--- src/hdl/adccal_pkg.sv ---
package adccal_pkg;
  // ****************************************************************
  // register map
  // ****************************************************************
  localparam logic [3:0]  DUAL_EDGE_ENABLE_OFS   = 4'hD;
  localparam int          DUAL_EDGE_ENABLE_W     = 16;
  localparam int          AUTO_PHASE_BIT         = 14;
  localparam logic [15:0] DUAL_EDGE_ENABLE_RST   = 16'h0000;
  // ****************************************************************
  // timing counts, in input clock cycles, and the counter width in bits
  // ****************************************************************
  localparam int          QUAL_CYCLES            = 640;
  localparam int          SHORT_DELAY_CYCLES     = 16777216;
  localparam int          LONG_DELAY_CYCLES      = 1073741824;
  localparam int          CAL_RUN_CYCLES         = 1400000;
  localparam int          SYNC_STAGES            = 2;
  localparam int          CNT_W                  = 31;
  // ****************************************************************
  // sequencer states
  // ****************************************************************
  typedef enum logic [2:0] {
    ADCCAL_POR_WAIT = 3'b000,
    ADCCAL_DELAY    = 3'b001,
    ADCCAL_IDLE     = 3'b010,
    ADCCAL_START    = 3'b011,
    ADCCAL_RUN      = 3'b100
  } adccal_state_e;
endpackage : adccal_pkg

--- src/hdl/adccal_sync.sv ---
`timescale 1ns/1ps
// two-flop synchroniser for one pin level
module adccal_sync #(
  parameter logic RST_VAL = 1'b0
) (
  input  wire logic i_core_clk,
  input  wire logic i_sys_rst,
  input  wire logic i_async,
  output logic      o_sync
);
  logic meta_reg;
  logic sync_reg;

  // first stage is read only by the second stage
  always_ff @(posedge i_core_clk) begin
    if (i_sys_rst) begin
      meta_reg <= RST_VAL;
      sync_reg <= RST_VAL;
    end else begin
      meta_reg <= i_async;
      sync_reg <= meta_reg;
    end
  end
  assign o_sync = sync_reg;
endmodule : adccal_sync

--- src/hdl/adccal_ctrl.sv ---
`timescale 1ns/1ps
// Operation
// - calibrate after power-up and again on each valid command request
// - calibration_active high exactly while a calibration runs
// - output data clock held idle during calibration
// - power-on calibration waits a delay picked by delay select
// - request high at power-up skips power-on calibration
// - without sample clock at power-up analog stays powered down
// - request is 640 cycles low then 640 high; shorter ignored
// - calibration begins 640 cycles after the qualified rising edge
// - delay select chooses between exactly two delay lengths
// - power-down high at power-up holds the delay counter
// - extended control mode always uses the short delay
// - edge select high gives rising-edge data change, low falling
// - dual-edge routes one input to both converters, other disabled
// - floating delay pin in pin mode gives I-input dual-edge, short
// - power-down raised mid calibration waits until it finishes
// - calibration requests during power-down are ignored entirely
module adccal_ctrl
  import adccal_pkg::*;
#(
  parameter int SHORT_DELAY = SHORT_DELAY_CYCLES,
  parameter int LONG_DELAY  = LONG_DELAY_CYCLES,
  parameter int CAL_CYCLES  = CAL_RUN_CYCLES
) (
  input  wire logic                          i_core_clk,
  input  wire logic                          i_sys_rst,
  input  wire logic                          i_calibrate_request,
  input  wire logic                          i_calibration_delay_select,
  input  wire logic                          i_delay_pin_floating,
  input  wire logic                          i_power_down_pin,
  input  wire logic                          i_output_edge_select,
  input  wire logic                          i_extended_mode,
  input  wire logic                          i_ext_dual_edge_en,
  input  wire logic                          i_ext_dual_edge_q_in,
  input  wire logic                          i_reg_wr,
  input  wire logic [3:0]                    i_reg_addr,
  input  wire logic [DUAL_EDGE_ENABLE_W-1:0] i_reg_wdata,
  output logic      [DUAL_EDGE_ENABLE_W-1:0] o_reg_rdata,
  output logic                               o_calibration_active,
  output logic                               o_output_data_clock_enable,
  output logic                               o_data_on_rising,
  output logic                               o_analog_power_down,
  output logic                               o_dual_edge_sampling,
  output logic                               o_route_i_to_both,
  output logic                               o_route_q_to_both,
  output logic                               o_auto_phase_enable
);
  import adccal_pkg::*;

  // ****************************************************************
  // pin synchronisers
  // ****************************************************************
  logic cal_s;
  logic pd_s;
  logic dly_s;
  logic flt_s;
  logic edge_s;
  logic ext_s;

  adccal_sync #(.RST_VAL(1'b0)) u_sync_cal (.i_core_clk(i_core_clk),
    .i_sys_rst(i_sys_rst), .i_async(i_calibrate_request),
    .o_sync(cal_s));
  adccal_sync #(.RST_VAL(1'b0)) u_sync_pd (.i_core_clk(i_core_clk),
    .i_sys_rst(i_sys_rst), .i_async(i_power_down_pin), .o_sync(pd_s));
  adccal_sync #(.RST_VAL(1'b0)) u_sync_dly (.i_core_clk(i_core_clk),
    .i_sys_rst(i_sys_rst), .i_async(i_calibration_delay_select),
    .o_sync(dly_s));
  adccal_sync #(.RST_VAL(1'b0)) u_sync_flt (.i_core_clk(i_core_clk),
    .i_sys_rst(i_sys_rst), .i_async(i_delay_pin_floating),
    .o_sync(flt_s));
  adccal_sync #(.RST_VAL(1'b0)) u_sync_edge (.i_core_clk(i_core_clk),
    .i_sys_rst(i_sys_rst), .i_async(i_output_edge_select),
    .o_sync(edge_s));
  adccal_sync #(.RST_VAL(1'b0)) u_sync_ext (.i_core_clk(i_core_clk),
    .i_sys_rst(i_sys_rst), .i_async(i_extended_mode), .o_sync(ext_s));

  // ****************************************************************
  // request qualifier
  // ****************************************************************
  // low_ok: request has been low for the full count since last change
  logic [9:0] qcnt_reg, qcnt_next;
  logic       last_reg, last_next;
  logic       low_ok_reg, low_ok_next;
  logic       cal_go;
  logic       in_pd;

  // counter restarts on every level change so glitches never qualify
  always_comb begin
    last_next   = cal_s;
    qcnt_next   = qcnt_reg;
    low_ok_next = low_ok_reg;
    cal_go      = 1'b0;
    if (cal_s != last_reg) begin
      // the changed cycle is the first one of the new level
      qcnt_next = 10'h001;
    end else if (qcnt_reg != 10'(QUAL_CYCLES - 1)) begin
      qcnt_next = qcnt_reg + 10'h001;
    end else if (!cal_s) begin
      low_ok_next = 1'b1;
    end else if (low_ok_reg) begin
      low_ok_next = 1'b0;
      cal_go      = !in_pd;
    end
    // a high phase that ends early spends the qualified low phase
    if (!cal_s && last_reg) begin
      low_ok_next = 1'b0;
    end
  end

  always_ff @(posedge i_core_clk) begin
    if (i_sys_rst) begin
      qcnt_reg   <= 10'h000;
      last_reg   <= 1'b0;
      low_ok_reg <= 1'b0;
    end else begin
      qcnt_reg   <= qcnt_next;
      last_reg   <= last_next;
      low_ok_reg <= low_ok_next;
    end
  end

  // ****************************************************************
  // calibration sequencer
  // ****************************************************************
  adccal_state_e    state_reg, state_next;
  logic [CNT_W-1:0] cnt_reg, cnt_next;
  logic             por_seen_reg, por_seen_next;
  logic             short_sel;
  logic [CNT_W-1:0] delay_len;

  // extended mode or floating pin forces the short delay
  assign short_sel = ext_s || flt_s || !dly_s;
  assign delay_len = short_sel ? CNT_W'(SHORT_DELAY - 1)
                               : CNT_W'(LONG_DELAY - 1);
  assign in_pd     = pd_s && (state_reg != ADCCAL_RUN);

  always_comb begin
    state_next    = state_reg;
    cnt_next      = cnt_reg;
    por_seen_next = por_seen_reg;
    unique case (state_reg)
      ADCCAL_POR_WAIT: begin
        // strap read only once the synchroniser holds the real pin level
        if (cnt_reg == CNT_W'(SYNC_STAGES)) begin
          por_seen_next = 1'b1;
          cnt_next      = '0;
          state_next    = cal_s ? ADCCAL_IDLE : ADCCAL_DELAY;
        end else begin
          cnt_next = cnt_reg + CNT_W'(1);
        end
      end
      ADCCAL_DELAY: begin
        if (cal_go) begin
          state_next = ADCCAL_START;
        end else if (!pd_s) begin
          // delay counter frozen while power-down is held
          if (cnt_reg >= delay_len) begin
            state_next = ADCCAL_START;
          end else begin
            cnt_next = cnt_reg + CNT_W'(1);
          end
        end
      end
      ADCCAL_IDLE: begin
        if (cal_go) begin
          state_next = ADCCAL_START;
        end
      end
      ADCCAL_START: begin
        cnt_next   = '0;
        state_next = ADCCAL_RUN;
      end
      ADCCAL_RUN: begin
        // power-down is not honoured until the run ends
        if (cnt_reg == CNT_W'(CAL_CYCLES - 1)) begin
          state_next = ADCCAL_IDLE;
        end else begin
          cnt_next = cnt_reg + CNT_W'(1);
        end
      end
      default: state_next = ADCCAL_IDLE;
    endcase
  end

  always_ff @(posedge i_core_clk) begin
    if (i_sys_rst) begin
      state_reg    <= ADCCAL_POR_WAIT;
      cnt_reg      <= '0;
      por_seen_reg <= 1'b0;
    end else begin
      state_reg    <= state_next;
      cnt_reg      <= cnt_next;
      por_seen_reg <= por_seen_next;
    end
  end

  // ****************************************************************
  // mode register and outputs
  // ****************************************************************
  logic [DUAL_EDGE_ENABLE_W-1:0] de_reg, de_next;
  logic                          active_reg, active_next;
  logic                          rise_reg, rise_next;
  logic                          pdn_reg, pdn_next;
  logic                          des_reg, des_next;
  logic                          rti_reg, rti_next;
  logic                          rtq_reg, rtq_next;

  // outputs registered except the readback mux and the data clock and auto-phase enable gates; the analog powers down until clocking proves out
  always_comb begin
    de_next = de_reg;
    if (i_reg_wr && i_reg_addr == DUAL_EDGE_ENABLE_OFS) begin
      de_next = i_reg_wdata;
    end
    active_next = (state_next == ADCCAL_RUN);
    rise_next   = edge_s;
    pdn_next    = !por_seen_next || (pd_s && state_next != ADCCAL_RUN);
    des_next    = ext_s ? i_ext_dual_edge_en : flt_s;
    rti_next    = des_next && !(ext_s && i_ext_dual_edge_q_in);
    rtq_next    = des_next && ext_s && i_ext_dual_edge_q_in;
  end

  always_ff @(posedge i_core_clk) begin
    if (i_sys_rst) begin
      de_reg     <= DUAL_EDGE_ENABLE_RST;
      active_reg <= 1'b0;
      rise_reg   <= 1'b0;
      pdn_reg    <= 1'b1;
      des_reg    <= 1'b0;
      rti_reg    <= 1'b0;
      rtq_reg    <= 1'b0;
    end else begin
      de_reg     <= de_next;
      active_reg <= active_next;
      rise_reg   <= rise_next;
      pdn_reg    <= pdn_next;
      des_reg    <= des_next;
      rti_reg    <= rti_next;
      rtq_reg    <= rtq_next;
    end
  end

  assign o_reg_rdata          = (i_reg_addr == DUAL_EDGE_ENABLE_OFS)
                                ? de_reg : '0;
  assign o_calibration_active = active_reg;
  assign o_output_data_clock_enable        = !active_reg && !pdn_reg;
  assign o_data_on_rising     = rise_reg;
  assign o_analog_power_down  = pdn_reg;
  assign o_dual_edge_sampling = des_reg;
  assign o_route_i_to_both    = rti_reg;
  assign o_route_q_to_both    = rtq_reg;
  assign o_auto_phase_enable  = des_reg && ext_s && de_reg[AUTO_PHASE_BIT];

  // ****************************************************************
  // checks
  // ****************************************************************
  // request run lengths counted apart from the qualifier, saturating
  logic [10:0] chk_hi_reg, chk_hi_next;
  logic [10:0] chk_lo_reg, chk_lo_next;

  always_comb begin
    chk_hi_next = 11'h000;
    chk_lo_next = chk_lo_reg;
    if (cal_s && chk_hi_reg != 11'h7FF) begin
      chk_hi_next = chk_hi_reg + 11'h001;
    end else if (cal_s) begin
      chk_hi_next = chk_hi_reg;
    end
    if (!cal_s && chk_hi_reg != 11'h000) begin
      chk_lo_next = 11'h001;
    end else if (!cal_s && chk_lo_reg != 11'h7FF) begin
      chk_lo_next = chk_lo_reg + 11'h001;
    end
  end

  always_ff @(posedge i_core_clk) begin
    if (i_sys_rst) begin
      chk_hi_reg <= 11'h000;
      chk_lo_reg <= 11'h000;
    end else begin
      chk_hi_reg <= chk_hi_next;
      chk_lo_reg <= chk_lo_next;
    end
  end
endmodule : adccal_ctrl

--- config.mk ---
export PLATFORM = sky130hd
export DESIGN_NAME = adccal_ctrl
export DESIGN_NICKNAME = d
export VERILOG_FILES = /design/src/hdl/adccal_pkg.sv /design/src/hdl/adccal_sync.sv /design/src/hdl/adccal_ctrl.sv
export SDC_FILE = /design/constraint.sdc
export NUM_CORES = 1
export LEC_CHECK = 0
export CAP_MARGIN = 5
export CORE_ASPECT_RATIO = 1.2
export CORE_MARGIN = 8
export CORE_UTILIZATION = 66
export DETAILED_ROUTE_END_ITERATION = 10
export DONT_BUFFER_PORTS = 1
export MAX_ROUTING_LAYER = met4
export PLACE_DENSITY = 0.87
export REMOVE_ABC_BUFFERS = 1
export SYNTH_ARGS = -nofsm -noshare
export SYNTH_HDL_FRONTEND = slang
export SYNTH_SLANG_ARGS = --single-unit
--- constraint.sdc ---
create_clock -name i_core_clk -period 8.3 [get_ports i_core_clk]
set_clock_uncertainty 0.05 [all_clocks]
set_input_delay 1.66 -clock i_core_clk [delete_from_list [all_inputs] [get_ports i_core_clk]]
set_output_delay 1.66 -clock i_core_clk [all_outputs]
set_load 0.005 [all_outputs]
; Word-level counts from Yosys, hierarchy flattened
; Cells that the tools add are included.
[word_totals]
register_bits = 81
elab_cells = 101
[op_classes]
n_bitwise = 2
magnitude_cmp = 1
n_reduce_logical = 28
eq_ne = 16
addsub = 2
n_mux = 26
[op_table]
columns = cell, count
row1 = $mux 31, 5
row2 = $pmux 31 s4, 1
row3 = $add 31x1->31 const B, 1
row4 = $eq 31x2->1 const B, 1
row5 = $eq 31x21->1 const B, 1
row6 = $ge 31x30->1, 1
row7 = $mux 30, 1
row8 = $mux 3, 6
row9 = $mux 16, 1
row10 = $pmux 3 s5, 1
row11 = $logic_and 1x1->1, 11
row12 = $add 10x1->10 const B, 1
row13 = $mux 1, 10
row14 = $ne 10x10->1 const B, 1
row15 = $ne 2x2->1 const B, 4
row16 = $logic_not 1->1, 7
row17 = $eq 3x2->1 const B, 2
row18 = $eq 3x3->1 const B, 2
row19 = $ne 3x3->1 const B, 2
row20 = $reduce_and 5->1, 1
row21 = $eq 4x4->1 const B, 1
row22 = $reduce_bool 4->1, 1
row23 = $reduce_or 2->1, 2
row24 = $eq 3x1->1 const B, 1
row25 = other kinds (7), 10

; Depth between registers and ports, before layout
[logic_depth]
word_depth = 12
ltp_mapped = 11

; By module
; Synthesis repeated with hierarchy kept, for this count alone.
[unflattened]
cells_unflattened = 483
hier_area_um2 = 4131.5
[modules_own_cells]
columns = mod, area_each_um2, seq_area_each_um2, cells_per_inst, instances
row1 = adccal_ctrl, 3816.2, 1381.3, 459, 1
row2 = adccal_sync, 52.6, 40.0, 4, 6

; Least setup slack after synthesis
; Ideal clock, no wire load.
[synth_timing]
path_kind = input to output
from = input port i_reg_addr[1]
to = output port o_reg_rdata[10]
setup_slack_ns = 4.156
required_time_ns = 6.590
n_path_buf = 2
t_arrival_ns = 2.434
stages = 4
path_cell_list = and4b_1 > clkbuf_1 > clkbuf_1 > and2_1
[synth_between]
elab_chain_len = 2
[synth_lines]
columns = element, line
row1 = from (decl), adccal_ctrl.sv:37  ; input wire logic [3:0] i_reg_addr,
row2 = $eq 4x4->1, adccal_ctrl.sv:243  ; assign o_reg_rdata = (i_reg_addr == DUAL_EDGE_ENABLE_OFS)
row3 = $mux 16, adccal_ctrl.sv:244  ; ? de_reg : '0;
row4 = to (decl), adccal_ctrl.sv:39  ; output logic [DUAL_EDGE_ENABLE_W-1:0] o_reg_rdata,
; Every way passes these cells.

; Worst setup path in the final report
[layout_timing]
from = input port i_reg_addr[1]
to = output port o_reg_rdata[8]
; Same word-level chain as after synthesis.

==> qor_table.md <==
| Quantity | Value |
|---|---|
| Die height | 102 µm |
| Weighted congestion at the end of routability-driven global placement | 0.860 |
| Number of different library cells in the post-synthesis netlist | 63 |
| Post-Layout Cell Count | 531 |
| Final layout net count | 485 |
| Die outline area | 8930 µm² |
| DIE WIDTH | 87.6 µm |
| Logic gate share of total power | 0.094 |
| Routed length per instance | 16.9 µm |
| Antenna-violating nets left | 0 |
| Complex-gate fraction of the synthesized area | 0.184 |
| Maximum buffer depth of the clock tree | 2 |
| Type of destination of the critical path | output port |
| Setup repair after global routing missed its margin | no |
| Biggest fanout along the worst timing path | 18 |
| Final-report hold violation count | 0 |
| CTS-repair resized insts | 0 |
| Top library cells by usage in the layout, fill and taps aside | sky130_fd_sc_hd__dfxtp_1 (81), sky130_fd_sc_hd__nand2_1 (56), sky130_fd_sc_hd__a21oi_1 (33), sky130_fd_sc_hd__o31ai_1 (22) |
| Flop pwr share | 0.487 |
| Area of all sequential standard cells | 1620 µm² |
| Total congestion overflow | 0 |
| Portion of synthesized cell area occupied by the leading cell type | 0.400 |
| Upper clock frequency limit | 241 MHz |
| I/O pin count | 55 |
| Dominant combinational cell family by area after synthesis | simple AND/OR/NAND/NOR gates |
| Top area cells in the synthesized netlist | sky130_fd_sc_hd__dfxtp_1 (40%), sky130_fd_sc_hd__nand2_1 (5.2%), sky130_fd_sc_hd__a21oi_2 (4.1%) |
| Final total negative setup slack | 0 ns |
| Switch Pwr | 225 µW |
| Static leakage power | 0.00140 µW |
| Register bit total from synthesis | 81 |
| Total wire length | 8960 µm |
| Initial detailed-routing violation count | 273 |
| Met2 track demand over resource | 0.339 |
| Mux contribution to synthesized area | 0.0123 |
| Clock-pin transition on the worst setup and hold timing paths | 0.09 ns |
| Setup Buffers After CTS | 0 |
| Final non-filler cell area | 4240 µm² |
| Number of CTS-inserted buffers | 9 |
| Most frequent standard cell in the layout excluding fill and tap cells | sky130_fd_sc_hd__dfxtp_1 |
| Number of buffers inserted for hold repair after clock tree synthesis | 0 |
| Detailed placement HPWL | 6100 µm |
| Relative slew margins | 0.433 |
| Largest net degree at the start of global routing | 52 |
| Worst path cell trace | and4b_1 > and2_1 |
| Avg Inst Size Synth | 8.90 µm² |
| Vias in the first global route | 3310 |
| Placed inst area | 3990 µm² |
| Cell Rows | 31 |
| Start-to-end type of the worst setup path | in2out |
| Count of inserted antenna diode cells | 0 |
| Final clock period utilization by the worst path | 0.500 |
| IO buf count | 0 |
| Minimum clock period | 4.15 ns |
| Count of fill cells added during filler insertion | 460 |
| CORE AREA | 6010 µm² |
| Endpoints failing setup | 0 |
| Count of synthesis-stage warnings from yosys | 0 |
| Data required time of the worst path | 6.59 ns |
| Buffer cell driving the clock tree root | sky130_fd_sc_hd__clkbuf_8 |
| Effective utilization at floorplan | 0.675 |
| Total area of multi-input combinational cells | 2220 µm² |
| Fraction of final layout cells with drive strength greater than 1 | 0.125 |
| Clk network pwr share | 0.418 |
| Share of synthesized area occupied by flip-flops and latches | 0.400 |
| Top Usage Layer GRT | met2 |
| Worst voltage drop across the vdd grid | 0.198 mV |
| Routing usage on met3 | 0.0539 |
| Top cell type by total area after synthesis | sky130_fd_sc_hd__dfxtp_1 |
| Xor-xnor portion of the synthesized cell area | 0.0108 |
| Class of the tightest hold or removal check | reg2reg |
| Critical path startpoint category | input pin |
| Pwr per Cell Area | 203 nW/µm² |
| GRT Total Usage | 0.213 |
| Tot Pwr | 860 µW |
| Via-to-Cell Ratio | 6.47 |
| Int Pwr | 635 µW |
| Critical Path AT | 2.44 ns |
| CTS H-tree depth | 3 |
| Simple-gate share of the synthesized area | 0.309 |
| Largest register FFs | 31 |
| DRC violations left | 0 |
| Switching Fraction | 0.262 |
| Critical path's top delay family | simple AND/OR/NAND/NOR gates |
| Count of vias placed by the detailed router | 3436 |
| Asr flop ratio synth | 0 |
| Crit path buf inv count | 0 |
| Initial antenna violation count | 0 |
| Worst stage delay on the critical path | 0.54 ns |
| Number of iterations in the first detailed-routing pass | 5 |
| First-pass GRT wire length | 14900 µm |
| Adder and majority cell fraction of the synthesized area | 0.0308 |
| Slew of the pin with the lowest slew margin | 0.829 ns |
| Mapped Area | 4060 µm² |
| Post-synth EDFFs | 0 |
| Number of clock sinks | 81 |
| Number of cells in the design after placement | 515 |
| Met1 global-route usage | 0.250 |
| Critical Path Slowest Stage Cell | sky130_fd_sc_hd__and4b_1 |
| Synthesized instance count | 456 |
| Clock latency on the worst-skew pair | 0.35 ns |
| Result of the run | finished clean |
| Number of violations of the max-capacitance limit | 0 |
| Most frequently used flop master after synthesis | sky130_fd_sc_hd__dfxtp_1 |
| Syn-to-layout area delta | 4.35% |
| TritonCTS clock tree | built |
| Max-slew violation total from the final report | 0 |
final timing paths:
path / startpoint / to / slack [ns] / cells past startpoint
worst max-delay path: i_reg_addr[1] / o_reg_rdata[8] / 4.15 / 2
worst min-delay path: u_sync_dly.meta_reg / u_sync_dly.o_sync / 0.40 / 1
worst max register to register: u_sync_ext.o_sync / cnt_reg[16] / 5.26 / 9
worst min register to register: u_sync_dly.meta_reg / u_sync_dly.o_sync / 0.40 / 1
power groups by stage:
stage	Combinational, µW	Clock (µW)	Sequential (µW)
5_1_grt	91.1	378	422
4_1_cts	81.1	359	419
3_3_place_gp	76.1	0	427
2_1_floorplan	62.2	0	424
3_5_place_dp	80.3	0	428
6_report	81.3	360	419
synthesized netlist by cell type, types with 3 or more instances:
library cell / count
sky130_fd_sc_hd__a21oi_1: 33
sky130_fd_sc_hd__a21oi_2: 19
sky130_fd_sc_hd__a31oi_1: 3
sky130_fd_sc_hd__and2_1: 17
sky130_fd_sc_hd__and3_1: 9
sky130_fd_sc_hd__and4_1: 5
sky130_fd_sc_hd__buf_6: 3
sky130_fd_sc_hd__clkbuf_1: 10
sky130_fd_sc_hd__clkbuf_8: 3
sky130_fd_sc_hd__dfxtp_1: 81
sky130_fd_sc_hd__ha_1: 10
sky130_fd_sc_hd__inv_1: 6
sky130_fd_sc_hd__mux2i_1: 5
sky130_fd_sc_hd__nand2_1: 56
sky130_fd_sc_hd__nand3_1: 21
sky130_fd_sc_hd__nand4_1: 11
sky130_fd_sc_hd__nor2_1: 20
sky130_fd_sc_hd__nor2b_1: 17
sky130_fd_sc_hd__nor3_1: 7
sky130_fd_sc_hd__nor4_1: 7
sky130_fd_sc_hd__o21ai_0: 3
sky130_fd_sc_hd__o31ai_1: 22
sky130_fd_sc_hd__o41ai_1: 3
sky130_fd_sc_hd__or2_2: 3
sky130_fd_sc_hd__or3_1: 10
sky130_fd_sc_hd__or4_1: 21
sky130_fd_sc_hd__or4_2: 4
sky130_fd_sc_hd__xor2_1: 3
cell families (layout without fill, tap and decap cells):
logic type,Yosys count,in the layout
adders and majority gates,10,10
and+or+nand+nor,223,223
AOI/OAI and AO/OA,101,101
muxes,5,5
buffers and inverters,31,24
xor gates and xnor gates,5,5
DFF,81,81
through the flow:
| step | hold slack [ns] | setup slack [ns] | util |
|---|---|---|---|
| 2_1_floorplan | 0.364 | 4.34 | - |
| 5_1_grt | 0.409 | 4.08 | 0.704 |
| 4_1_cts | 0.398 | 4.15 | 0.704 |
| 6_report | 0.396 | 4.15 | 0.704 |
| 3_3_place_gp | 0.366 | 4.22 | 0.663 |
| 3_5_place_dp | 0.375 | 4.16 | 0.663 |
per-layer routing:
metal | vias to the layer above | share of wire | routed length [µm]
met3 | 21 | 0.059 | 530
met1 | 1620 | 0.44 | 3930
met2 | 125 | 0.48 | 4310
met5 | - | 0 | 0
met4 | 0 | 0.021 | 189
li1 | 1670 | - | -
final cells by class:
class,instances,area share
inverters,6,0.00532
repair buffers,2,0.00355
clock buffers,9,0.0292
clock inverters,7,0.0295
flip-flops and latches,81,0.383
multi-input cells,344,0.525
well taps,82,0.0242
Note: power is estimated with default switching activity, not from simulation.
